File: src/rtl/iac_defines.svh
// register offsets, field positions, reset values and timing counts
// included by iac_addr_cmp and iac_top of the two-wire configuration block
`ifndef IAC_DEFINES_SVH
`define IAC_DEFINES_SVH
`define IAC_OFF_CTRL2      12'h004
`define IAC_OFF_OADDR1     12'h008
`define IAC_OFF_OADDR2     12'h00c
`define IAC_OFF_EVSTS      12'h020
`define IAC_OFF_EVMASK     12'h024
`define IAC_OFF_FLAGS      12'h028
`define IAC_CTRL2_WMASK    16'h1f3f
`define IAC_OADDR1_WMASK   16'hc3ff
`define IAC_OADDR2_WMASK   16'h00ff
`define IAC_RST16          16'h0000
`define IAC_B_LAST         12
`define IAC_B_DMA_REQUEST_ENABLE        11
`define IAC_B_BUFIE        10
`define IAC_B_EVTIE        9
`define IAC_B_ERRIE        8
`define IAC_F_FREQ_HI      5
`define IAC_B_TENBIT       15
`define IAC_B_DUAL         0
`define IAC_A7_HI          7
`define IAC_A7_LO          1
`define IAC_A10_HI         9
`define IAC_A10_LO         8
`define IAC_HDR_HI         7
`define IAC_HDR_LO         3
`define IAC_HDR_A_HI       2
`define IAC_HDR10          5'h1e
`define IAC_BIT_LAST       4'h7
`define IAC_FREQ_MIN       6'h02
`define IAC_FREQ_MAX       6'h24
`define IAC_EV_W           4
`define IAC_EV_EVT         0
`define IAC_EV_ERR         1
`define IAC_EV_MATCH       2
`define IAC_EV_LAST        3
`endif

File: src/rtl/iac_pkg.sv
// types shared by the two-wire configuration block
// no assumptions beyond the defines header
package iac_pkg;
   typedef enum logic [1:0] {
      IAC_ADDR_IDLE = 2'b00,
      IAC_ADDR_SHIFT = 2'b01,
      IAC_ADDR_DONE = 2'b10
   } iac_addr_state_t;
endpackage

File: src/rtl/iac_sync.sv
// two-flop synchroniser for inputs from outside the clock domain
// assumes destination clock mclk_in
`timescale 1ns/1ps
module iac_sync #(
   parameter int W = 1
) (
   input  wire logic         mclk_in,
   input  wire logic         rstn_in,
   input  wire logic [W-1:0] d_in,
   output logic      [W-1:0] q_out
);
   logic [W-1:0] s1_r;
   always_ff @(posedge mclk_in or negedge rstn_in) begin
      if (!rstn_in) begin
         // idle level of pulled-up lines, so no false edge follows reset
         s1_r  <= '1;
         q_out <= '1;
      end else begin
         s1_r  <= d_in;
         q_out <= s1_r;
      end
   end
endmodule // iac_sync

File: src/rtl/iac_addr_cmp.sv
// shifts an address byte in from the bus and compares it with the own addresses
// assumes scl/sda already synchronised; frame begins at start_in pulse
`timescale 1ns/1ps
`include "iac_defines.svh"
module iac_addr_cmp (
   input  wire logic        mclk_in,
   input  wire logic        rstn_in,
   input  wire logic        start_in,
   input  wire logic        scl_rise_in,
   input  wire logic        sda_in,
   input  wire logic [15:0] oaddr1_in,
   input  wire logic [15:0] oaddr2_in,
   output logic             match_out,
   output logic             done_out
);
   iac_pkg::iac_addr_state_t st_r;
   logic [7:0]               sh_r;
   logic [3:0]               cnt_r;
   logic                     ten_bit;
   logic                     hit_pri;
   logic                     hit_alt;
   logic                     hit_ten;
   logic [7:0]               byte_v;

   assign byte_v  = {sh_r[6:0], sda_in};
   assign ten_bit = oaddr1_in[`IAC_B_TENBIT];
   // 7-bit match: ignores oaddr1 bits 9:8 and 0
   assign hit_pri = (byte_v[`IAC_A7_HI:`IAC_A7_LO] == oaddr1_in[`IAC_A7_HI:`IAC_A7_LO]);
   assign hit_alt = oaddr2_in[`IAC_B_DUAL] && !ten_bit
                    && (byte_v[`IAC_A7_HI:`IAC_A7_LO] == oaddr2_in[`IAC_A7_HI:`IAC_A7_LO]);
   // 10-bit header 11110xx carries address bits 9:8
   assign hit_ten = (byte_v[`IAC_HDR_HI:`IAC_HDR_LO] == `IAC_HDR10)
                    && (byte_v[`IAC_HDR_A_HI:`IAC_A7_LO] == oaddr1_in[`IAC_A10_HI:`IAC_A10_LO]);

   always_ff @(posedge mclk_in or negedge rstn_in) begin
      if (!rstn_in) begin
         st_r      <= iac_pkg::IAC_ADDR_IDLE;
         sh_r      <= 8'h00;
         cnt_r     <= 4'h0;
         match_out <= 1'b0;
         done_out  <= 1'b0;
      end else begin
         done_out <= 1'b0;
         case (st_r)
            iac_pkg::IAC_ADDR_IDLE: begin
               cnt_r <= 4'h0;
               if (start_in) begin
                  st_r      <= iac_pkg::IAC_ADDR_SHIFT;
                  match_out <= 1'b0;
               end
            end
            iac_pkg::IAC_ADDR_SHIFT: begin
               if (start_in) begin
                  cnt_r <= 4'h0;
               end else if (scl_rise_in) begin
                  sh_r  <= byte_v;
                  cnt_r <= cnt_r + 4'h1;
                  if (cnt_r == `IAC_BIT_LAST) begin
                     // only the header byte is checked in 10-bit mode
                     match_out <= ten_bit ? hit_ten : (hit_pri || hit_alt);
                     done_out  <= 1'b1;
                     st_r      <= iac_pkg::IAC_ADDR_DONE;
                  end
               end
            end
            iac_pkg::IAC_ADDR_DONE: begin
               st_r <= iac_pkg::IAC_ADDR_IDLE;
            end
            default: begin
               st_r <= iac_pkg::IAC_ADDR_IDLE;
            end
         endcase
      end
   end
endmodule // iac_addr_cmp

File: src/rtl/iac_top.sv
// configuration part of a two-wire controller: control two, own addresses,
// interrupt sources, dma request gating, apb slave and event status.
// assumes flags come from controller logic on mclk_in; scl/sda are pins.
//
// Notes on behaviour
// - with last marker set in master receive, next dma end is final, nack last byte
// - transmit-empty and receive-not-empty interrupt only with buffer and event enables
// - event enable passes start, address, ten-bit header and stop flags
// - byte-finished flag raises event interrupt without buffer conditions
// - error enable passes bus, arbitration, ack, overrun, check, timeout, alert
// - six-bit clock field valid 2 to 36 MHz, other codes mean disabled
// - addressing mode bit selects 7-bit or 10-bit recognition
// - bits 9:8 and 0 form the 10-bit address, ignored in 7-bit mode
// - primary 7-bit address comes from bits 7:1
// - alternate address in bits 7:1 of the second own-address register
// - dual enable zero matches primary only, one matches both
// - dual recognition only in 7-bit mode
//
// Our own choice: the APB register port.
`timescale 1ns/1ps
`include "iac_defines.svh"
module iac_top (
   input  wire logic        mclk_in,
   input  wire logic        rstn_in,
   // apb
   input  wire logic        psel_in,
   input  wire logic        penable_in,
   input  wire logic        pwrite_in,
   input  wire logic [11:0] paddr_in,
   input  wire logic [31:0] pwdata_in,
   output logic      [31:0] prdata_out,
   output logic             pready_out,
   output logic             pslverr_out,
   // status flags from the controller core
   input  wire logic        transmit_empty_flag_in,
   input  wire logic        receive_not_empty_flag_in,
   input  wire logic        start_sent_flag_in,
   input  wire logic        address_matched_flag_in,
   input  wire logic        ten_bit_header_flag_in,
   input  wire logic        stop_detected_flag_in,
   input  wire logic        byte_finished_flag_in,
   input  wire logic        bus_error_flag_in,
   input  wire logic        arbitration_lost_flag_in,
   input  wire logic        acknowledge_failure_flag_in,
   input  wire logic        overrun_flag_in,
   input  wire logic        packet_check_error_flag_in,
   input  wire logic        timeout_flag_in,
   input  wire logic        alert_flag_in,
   // dma
   input  wire logic        master_receive_in,
   input  wire logic        dma_transfer_end_in,
   output logic             dma_tx_req_out,
   output logic             dma_rx_req_out,
   output logic             nack_last_out,
   // bus pins
   input  wire logic        scl_in,
   input  wire logic        sda_in,
   // to the core
   output logic             address_hit_out,
   output logic             clock_valid_out,
   output logic [5:0]       periph_clock_mhz_out,
   output logic             event_irq_out,
   output logic             error_irq_out,
   output logic             irq_out
);
   logic [15:0]             ctrl2_r;
   logic [15:0]             oaddr1_r;
   logic [15:0]             oaddr2_r;
   logic [`IAC_EV_W-1:0]    evsts_r;
   logic [`IAC_EV_W-1:0]    evmask_r;
   logic [`IAC_EV_W-1:0]    ev_set;
   logic                    wr_en;
   logic                    rd_en;
   logic                    addr_ok;
   logic [31:0]             rdata_nxt;
   logic                    evt_src;
   logic                    err_src;
   logic                    evt_irq_d_r;
   logic                    err_irq_d_r;
   logic                    last_pending_r;
   logic [1:0]              bus_s;
   logic                    scl_d_r;
   logic                    sda_d_r;
   logic                    scl_rise;
   logic                    start_cond;
   logic                    cmp_match;
   logic                    cmp_done;
   logic [5:0]              freq;

   // field decode used by both clock-valid output and status readback
   function automatic logic freq_ok(input logic [5:0] f);
      freq_ok = (f >= `IAC_FREQ_MIN) && (f <= `IAC_FREQ_MAX);
   endfunction

   assign freq = ctrl2_r[`IAC_F_FREQ_HI:0];

   // apb decode: single-cycle access phase, no wait states
   assign wr_en = psel_in && penable_in && pwrite_in;
   // read data taken in setup so it stands through the access phase
   assign rd_en = psel_in && !penable_in && !pwrite_in;
   always_comb begin
      addr_ok   = 1'b1;
      rdata_nxt = 32'h0000_0000;
      if (paddr_in == `IAC_OFF_CTRL2) begin
         rdata_nxt = {16'h0000, ctrl2_r};
      end else if (paddr_in == `IAC_OFF_OADDR1) begin
         rdata_nxt = {16'h0000, oaddr1_r};
      end else if (paddr_in == `IAC_OFF_OADDR2) begin
         rdata_nxt = {16'h0000, oaddr2_r};
      end else if (paddr_in == `IAC_OFF_EVSTS) begin
         rdata_nxt = {28'h0000000, evsts_r};
      end else if (paddr_in == `IAC_OFF_EVMASK) begin
         rdata_nxt = {28'h0000000, evmask_r};
      end else if (paddr_in == `IAC_OFF_FLAGS) begin
         rdata_nxt = {29'h00000000, last_pending_r, cmp_match, freq_ok(freq)};
      end else begin
         addr_ok = 1'b0;
      end
   end

   always_ff @(posedge mclk_in or negedge rstn_in) begin
      if (!rstn_in) begin
         pready_out  <= 1'b0;
         pslverr_out <= 1'b0;
         prdata_out  <= 32'h0000_0000;
      end else begin
         pready_out  <= psel_in && !penable_in;
         pslverr_out <= psel_in && !penable_in && !addr_ok;
         if (rd_en) begin
            prdata_out <= rdata_nxt;
         end
      end
   end

   // config registers; reserved bits kept at zero except bit 14 which software sets
   always_ff @(posedge mclk_in or negedge rstn_in) begin
      if (!rstn_in) begin
         ctrl2_r  <= `IAC_RST16;
         oaddr1_r <= `IAC_RST16;
         oaddr2_r <= `IAC_RST16;
         evmask_r <= '0;
      end else if (wr_en && pready_out) begin
         if (paddr_in == `IAC_OFF_CTRL2) begin
            ctrl2_r <= pwdata_in[15:0] & `IAC_CTRL2_WMASK;
         end else if (paddr_in == `IAC_OFF_OADDR1) begin
            oaddr1_r <= pwdata_in[15:0] & `IAC_OADDR1_WMASK;
         end else if (paddr_in == `IAC_OFF_OADDR2) begin
            oaddr2_r <= pwdata_in[15:0] & `IAC_OADDR2_WMASK;
         end else if (paddr_in == `IAC_OFF_EVMASK) begin
            evmask_r <= pwdata_in[`IAC_EV_W-1:0];
         end
      end
   end

   // interrupt sources
   always_comb begin
      evt_src = ctrl2_r[`IAC_B_EVTIE] && (
                   start_sent_flag_in || address_matched_flag_in
                || ten_bit_header_flag_in || stop_detected_flag_in
                || byte_finished_flag_in
                || (ctrl2_r[`IAC_B_BUFIE]
                    && (transmit_empty_flag_in || receive_not_empty_flag_in)));
      err_src = ctrl2_r[`IAC_B_ERRIE] && (
                   bus_error_flag_in || arbitration_lost_flag_in
                || acknowledge_failure_flag_in || overrun_flag_in
                || packet_check_error_flag_in || timeout_flag_in
                || alert_flag_in);
   end

   // registered every cycle; one cycle late, keeps outputs glitch free
   always_ff @(posedge mclk_in or negedge rstn_in) begin
      if (!rstn_in) begin
         event_irq_out <= 1'b0;
         error_irq_out <= 1'b0;
         evt_irq_d_r   <= 1'b0;
         err_irq_d_r   <= 1'b0;
      end else begin
         event_irq_out <= evt_src;
         error_irq_out <= err_src;
         evt_irq_d_r   <= event_irq_out;
         err_irq_d_r   <= error_irq_out;
      end
   end

   // dma requests
   always_ff @(posedge mclk_in or negedge rstn_in) begin
      if (!rstn_in) begin
         dma_tx_req_out <= 1'b0;
         dma_rx_req_out <= 1'b0;
      end else begin
         dma_tx_req_out <= ctrl2_r[`IAC_B_DMA_REQUEST_ENABLE] && transmit_empty_flag_in;
         dma_rx_req_out <= ctrl2_r[`IAC_B_DMA_REQUEST_ENABLE] && receive_not_empty_flag_in;
      end
   end

   // last-transfer marking: pending while last bit set in master receive; a dma end then sets nack, held until receive drops
   always_ff @(posedge mclk_in or negedge rstn_in) begin
      if (!rstn_in) begin
         last_pending_r <= 1'b0;
         nack_last_out  <= 1'b0;
      end else begin
         last_pending_r <= ctrl2_r[`IAC_B_LAST] && master_receive_in;
         if (!master_receive_in) begin
            nack_last_out <= 1'b0;
         end else if (dma_transfer_end_in && last_pending_r) begin
            nack_last_out <= 1'b1;
         end
      end
   end

   // pins cross into mclk domain; limitation: scl must stay well below mclk/4
   iac_sync #(.W(2)) u_sync (
      .mclk_in (mclk_in),
      .rstn_in (rstn_in),
      .d_in    ({scl_in, sda_in}),
      .q_out   (bus_s)
   );

   always_ff @(posedge mclk_in or negedge rstn_in) begin
      if (!rstn_in) begin
         scl_d_r <= 1'b1;
         sda_d_r <= 1'b1;
      end else begin
         scl_d_r <= bus_s[1];
         sda_d_r <= bus_s[0];
      end
   end

   assign scl_rise   = bus_s[1] && !scl_d_r;
   assign start_cond = bus_s[1] && scl_d_r && sda_d_r && !bus_s[0];

   iac_addr_cmp u_cmp (
      .mclk_in     (mclk_in),
      .rstn_in     (rstn_in),
      .start_in    (start_cond),
      .scl_rise_in (scl_rise),
      .sda_in      (bus_s[0]),
      .oaddr1_in   (oaddr1_r),
      .oaddr2_in   (oaddr2_r),
      .match_out   (cmp_match),
      .done_out    (cmp_done)
   );

   // sticky event status; set wins over write-one clear
   assign ev_set = {(last_pending_r && dma_transfer_end_in),
                    (cmp_done && cmp_match),
                    (error_irq_out && !err_irq_d_r),
                    (event_irq_out && !evt_irq_d_r)};

   always_ff @(posedge mclk_in or negedge rstn_in) begin
      if (!rstn_in) begin
         evsts_r <= '0;
      end else if (wr_en && pready_out && paddr_in == `IAC_OFF_EVSTS) begin
         evsts_r <= (evsts_r & ~pwdata_in[`IAC_EV_W-1:0]) | ev_set;
      end else begin
         evsts_r <= evsts_r | ev_set;
      end
   end

   always_ff @(posedge mclk_in or negedge rstn_in) begin
      if (!rstn_in) begin
         irq_out              <= 1'b0;
         address_hit_out      <= 1'b0;
         clock_valid_out      <= 1'b0;
         periph_clock_mhz_out <= 6'h00;
      end else begin
         irq_out              <= |(evsts_r & evmask_r);
         address_hit_out      <= cmp_done && cmp_match;
         clock_valid_out      <= freq_ok(freq);
         periph_clock_mhz_out <= freq;
      end
   end
endmodule // iac_top

File: config.mk
export PLATFORM = sky130hd
export DESIGN_NAME = iac_top
export DESIGN_NICKNAME = d
export VERILOG_FILES = /design/src/rtl/iac_pkg.sv /design/src/rtl/iac_sync.sv /design/src/rtl/iac_addr_cmp.sv /design/src/rtl/iac_top.sv
export VERILOG_INCLUDE_DIRS = /design/src /design/src/rtl
export SDC_FILE = /design/constraint.sdc
export NUM_CORES = 1
export LEC_CHECK = 0
export BUFFER_PORTS_ARGS = -buffer_cell sky130_fd_sc_hd__buf_2
export CAP_MARGIN = 25
export CORE_ASPECT_RATIO = 1.25
export CORE_MARGIN = 3
export CORE_UTILIZATION = 47
export CTS_CLUSTER_DIAMETER = 60
export DETAILED_ROUTE_END_ITERATION = 10
export GPL_ROUTABILITY_DRIVEN = 0
export HOLD_SLACK_MARGIN = 0.08
export PLACE_DENSITY = 0.75
export SLEW_MARGIN = 40
export SYNTH_ARGS = -nofsm -noshare
export SYNTH_HDL_FRONTEND = slang
export SYNTH_HIERARCHICAL = 1
export SYNTH_SLANG_ARGS = --single-unit
export TNS_END_PERCENT = 100
File: constraint.sdc
create_clock -name mclk_in -period 1.9 [get_ports mclk_in]
set_input_delay 0.19 -clock mclk_in [delete_from_list [all_inputs] [get_ports mclk_in]]
set_output_delay 0.19 -clock mclk_in [all_outputs]
set_load 0.01 [all_outputs]
==> flow_summary.json, run 1 <==
{
  "synth_top_cell_by_area": "dfrtp_1",
  "cap_violations": 0,
  "max_freq_mhz": 501.8,
  "netlist_area_um2": 4279,
  "top_layer_used": "met4",
  "cp-end-kind": "register",
  "io-pin-count": 115,
  "worst_slack_ns": -0.09285,
  "netlist.area_leader.share_pct": 51.46,
  "synthTopCellsByArea": "dfrtp_1 51%, mux2_2 6.8%, dfstp_2 3.7%, mux2_4 3.5%, buf_4 3.3%",
  "die_h_um": 112.7,
  "pre_cts_slack_ns": 0.0007773,
  "grt_remaining_overflow": 0,
  "synthArstFlopShare_pct": 100.0,
  "die_x_um": 91.35,
  "skew_ns": 0.01073,
  "drc": 0,
  "holdWs_ns": 0.09783,
  "dp_hpwl_mm": 7.066,
  "vias": 3139,
  "grt_usage_pct": 19.68,
  "root_buffer": "clkbuf_8",
  "outcome": "finished with violations",
  "grt_pass1_wl_mm": 15.91,
  "insertion_delay_ns": 0.37,
  "p_per_area_nw_per_um2": 767.7,
  "wl_met3_um": 449,
  "cts_made_buffers": 9,
  "wl_met2_mm": 4.927,
  "worstPathRequired_ns": 2.15,
  "fp-row-count": 38,
  "violations": "negative setup slack",
  "die_area_um2": 10290,
  "yosysSeqAreaShare_pct": 55.15,
  "drt_iter0_drc": 221,
  "hold_class": "input port to register",
  "clockBufferDepth": 2,
  "syn_area_per_cell_um2": 12.02,
  "drtPass1Iterations": 4,
  "p_leak_uw": 0.002730,
  "final.period_utilization_pct": 104.9,
  "start_util_pct": 48.65,
  "final_cell_mix": "88 x dfrtp_1, 79 x buf_2, 35 x nand2_1, 22 x buf_4",
  "layout-drive-gt1-share_pct": 37.06,
  "drtAntennaViolNets": 0,
  "worst_pin_slew_ns": 0.5069,
  "layout_commonest_cell": "dfrtp_1",
  "period_minus_slack_ns": 1.993,
  "slew_headroom_pct": 66.21,
  "cts_tree": "built",
  "routedWlPerCell_um": 16.19,
  "syn_inst": 356,
  "cp_data_arrival_time_ns": 2.24,
  "cp-start-kind": "register",
  "yosys_warnings": 6,
  "core_um2": 8796,
  "synth_cell_types": 53,
  "antenna_found_initial": 0,
  "slew_violations": 0,
  "diodes": 0,
  "synth_ff_type": "dfrtp_1",
  "cp_max_fo": 4,
  "clk_pin_slew_ns": 0.08,
  "htree_levels": 3,
  "grt_pass1_vias": 3139,
  "grt_max_degree": 33,
  "met1_length_mm": 4.197,
  "rsz0062_at_grt": "yes",
  "ys_ff_latch": 94,
  "finalNetCount": 546,
  "setup_viol": 8,
  "wirelength_mm": 9.764,
  "area_delta_synth_final_pct": 25.26,
  "vias_per_cell": 5.206,
  "ir_worst_vdd_mv": 0.5237,
  "io_buffer_count": 80,
  "final-hold-violation-count": 0,
  "numClockSinks": 94,
  "criticalPathCategory": "register to register",
  "synth_edf_count": 0
}
cell type report:
type	instances	area (µm²)
tap	120	150.1
inverter	5	18.77
sequential	94	2360
timing repair buffer	123	813.3
clock inverter	3	17.52
clock buffer	13	168.9
multi-input combinational	245	1832
fill	703	3436
layer usage:
| metal | vias to the layer above | global-route usage [%] |
|---|---|---|
| met4 | 0 | 7.143 |
| met2 | 84 | 32.86 |
| met1 | 1557 | 25.04 |
| li1 | 1481 | - |
| met5 | - | 0 |
| met3 | 17 | 4.625 |
registers in the layout, indices dropped and copies added, names as in the netlist, 2 cells and up:
register and cells:
prdata_out 15, u_cmp/st_r 2, oaddr1_r 12, evsts_r 4
u_sync/q_out 2, u_cmp/sh_r 7, u_cmp/cnt_r 4, ctrl2_r 11
oaddr2_r 8, evmask_r 4, periph_clock_mhz_out 6, u_sync/s1_r 2
synthesized netlist by cell type (4+ instances only):
library cell	instances
nand3_1	9
mux2_2	26
buf_4	19
o21ai_0	6
xor2_1	12
nor2b_1	5
nor2_1	20
clkbuf_1	6
mux2_1	10
a21oi_1	15
mux2i_1	4
inv_1	5
nand2_1	35
a32oi_1	5
dfrtp_1	88
a22o_1	8
mux2_4	10
nor4_1	6
and2_1	7
nand4_1	5
xnor2_1	4
dfstp_2	6
nor3_1	5
report_power, final:
group	total, µW	leakage (µW)	internal (µW)	switching [µW]
Sequential	2290	0.00125	2130	157
Clock	1250	0.0000954	580	668
Combinational	582	0.00138	299	283
Total	4110	0.00273	3010	1110
metrics by stage:
step	power [µW]	instance area (µm²)	utilization, %	setup TNS (ns)	cells
global placement	2842	4932	56.07	0	569
floorplan	2642	4339	-	0	372
detailed placement	2874	4932	56.07	0	569
finish	4115	5360	60.94	-0.3975	603
global route	4315	5360	60.94	-1.218	603
CTS	4138	5289	60.13	-0.1225	602
what timing repair did:
item | in CTS | in global routing
endpoints found under the hold margin | 49 | 0
gates resized for setup | 0 | 15
hold buffers | 17 | 0
setup endpoints to repair | 12 | 17
buffers inserted | 0 | 1
pin swaps | 0 | 3
gates cloned | 0 | 0
final timing paths:
path / from / endpoint / slack (ns) / depth (start not counted)
max in group asynchronous: rstn_in / u_sync/q_out[0] / 0.97 / 3
worst min register to register: u_sync/s1_r[1] / u_sync/q_out[1] / 0.36 / 0
worst max-delay path: pready_out / evmask_r[1] / -0.09 / 6
worst min-delay path: pwdata_in[7] / oaddr2_r[7] / 0.1 / 2
worst max register to register: pready_out / evmask_r[1] / -0.09 / 6
min in group asynchronous: rstn_in / irq_out / 0.30 / 2
logic make-up (layout without fill, tap and decap cells):
logic type	after synthesis	after routing	synth area share, %
AOI/OAI and AO/OA	53	53	8.597
xor gates and xnor gates	16	16	3.275
adders and majority gates	1	1	0.2924
buffers and inverters	33	144	4.766
DFF	94	94	55.15
muxes	50	50	13.92
other	1	17	0.08764
and+or+nand+nor	108	108	13.92
worst max-delay path, cell delays in order (launching register included):
cell	delay [ns]
dfrtp_1	0.35
nand4_1	0.10
or4_4	0.54
buf_6	0.15
nor4_4	0.24
buf_4	0.19
mux2_4	0.30
Power figures use the tool's default switching activity.
==> inputs of run 2 (changes only) <==
==> constraint.sdc (replaced) <==
create_clock -name mclk_in -period 1.65 [get_ports mclk_in]
set_input_delay 0.165 -clock mclk_in [delete_from_list [all_inputs] [get_ports mclk_in]]
set_output_delay 0.165 -clock mclk_in [all_outputs]
set_load 0.01 [all_outputs]
==> flow_summary.json, run 2 (same netlist as run 1, synthesis figures left out) <==
{
  "worst_slack_ns": -0.2127,
  "cts_made_buffers": 9,
  "vias_per_cell": 5.306,
  "cp_max_fo": 12,
  "placed_cell_area_um2": 5034,
  "finalNetCount": 561,
  "final-hold-violation-count": 0,
  "hold_class": "input port to register",
  "crit_chain": "nand4_1 > or4_4 > nor2_2 > nand4_2 > buf_12 > mux2_4",
  "largest_reg_flops": 15,
  "drtPass1Iterations": 4,
  "fp-row-count": 38,
  "grt_max_degree": 39,
  "cp_data_arrival_time_ns": 2.11,
  "regMostFlops": "prdata_out",
  "p_leak_uw": 0.002858,
  "die_area_um2": 10290,
  "htree_levels": 3,
  "drtAntennaViolNets": 0,
  "max_stage_delay_ns": 0.50,
  "skew_ns": 0.01133,
  "core_um2": 8796,
  "max_freq_mhz": 536.9,
  "cp-end-kind": "register",
  "period_minus_slack_ns": 1.863,
  "violations": "negative setup slack",
  "layout-drive-gt1-share_pct": 40.36,
  "tns_ns": -5.724,
  "criticalPathCategory": "register to register",
  "grt_pass1_wl_mm": 16.83,
  "slew_violations": 0,
  "diodes": 0,
  "io_buffer_count": 80,
  "path_buf_inv": 1,
  "layout_commonest_cell": "dfrtp_1",
  "worst_pin_slew_ns": 0.5170,
  "die_h_um": 112.7,
  "cap_violations": 0,
  "start_util_pct": 48.65,
  "grt_pass1_vias": 3435,
  "clockBufferDepth": 2,
  "io-pin-count": 115,
  "final.period_utilization_pct": 112.9,
  "antenna_found_initial": 0,
  "path_delay_family": "simple AND/OR/NAND/NOR gates",
  "finish.instance_area_um2": 5595,
  "cp_slowest_cell": "or4_4",
  "dp_hpwl_mm": 7.760,
  "final_cells": 618,
  "outcome": "finished with violations",
  "setup_viol": 40,
  "clk_pin_slew_ns": 0.09,
  "vias": 3279,
  "rsz0062_at_grt": "yes",
  "numClockSinks": 94,
  "grt_usage_pct": 21.05,
  "insertion_delay_ns": 0.37,
  "drt_iter0_drc": 182,
  "routedWlPerCell_um": 17.30,
  "final_cell_mix": "88 x dfrtp_1, 79 x buf_2, 34 x nand2_1, 33 x mux2_4, 31 x buf_4",
  "ir_worst_vdd_mv": 0.6777,
  "cts_tree": "built",
  "cp-start-kind": "register",
  "area_delta_synth_final_pct": 30.76,
  "drc": 0,
  "grt_remaining_overflow": 0,
  "worstPathRequired_ns": 1.90,
  "wirelength_mm": 10.69,
  "die_x_um": 91.35,
  "largest_registers": "prdata_out (15), oaddr1_r (12), ctrl2_r (11)",
  "root_buffer": "clkbuf_8",
  "slew_headroom_pct": 65.54,
  "dp_cells": 576,
  "p_per_area_nw_per_um2": 912.9
}
## run 2: report_power, final
| part | total (µW) | internal, µW | switching (µW) | leakage [µW] |
|---|---|---|---|---|
| combinational | 814 | 437 | 377 | 0.00150 |
| clock | 1650 | 857 | 792 | 0.0000998 |
| sequential | 2640 | 2450 | 195 | 0.00125 |
## run 2: layer usage
layer / track usage [%] / up-vias / wire [µm]
met3: 3.552 / 30 / 446
li1: - / 1506 / -
met2: 36.15 / 110 / 5598
met1: 24.80 / 1633 / 4268
met5: 0 / - / 0
met4: 12.17 / 0 / 380
## run 2: path summary, 6_finish.rpt
| check | from | end | slack, ns | cells past startpoint |
|---|---|---|---|---|
| setup / recovery | pready_out | oaddr1_r[5] | -0.21 | 6 |
| setup reg to reg | pready_out | oaddr1_r[5] | -0.21 | 6 |
| hold / removal | pwdata_in[2] | evmask_r[2] | 0.10 | 2 |
| max in group asynchronous | rstn_in | prdata_out[2] | 0.80 | 3 |
| hold reg to reg | u_sync/s1_r[0] | u_sync/q_out[0] | 0.36 | 0 |
| min in group asynchronous | rstn_in | ctrl2_r[1] | 0.28 | 2 |
## run 2: layout make-up
cell class	instances	area, µm²
clock buffers	11	131.4
well taps	120	150.1
inverters	5	18.77
fillers	685	3201
flip-flops and latches	94	2360
repair buffers	138	945.9
multi-input cells	245	1906
clock inverters	5	83.83
## run 2: what timing repair did
action,CTS,global route
gates resized for setup,15,14
hold buffers,19,0
endpoints found under the hold margin,58,0
pin swaps,2,4
endpoints found under the setup margin,36,42
buffers inserted,4,4
## run 2: through the flow
step                setup slack [ns]  hold WS, ns  total power [µW]  util (%)
global placement             -0.1724       0.1322              3353     57.23
detailed placement           -0.2070       0.1358              3402     57.23
global route                 -0.2835       0.1086              5329     63.61
finish                       -0.2127       0.1049              5108     63.61
floorplan                    -0.1862      -0.1306              3093         -
CTS                          -0.2109      0.08994              5114     62.80
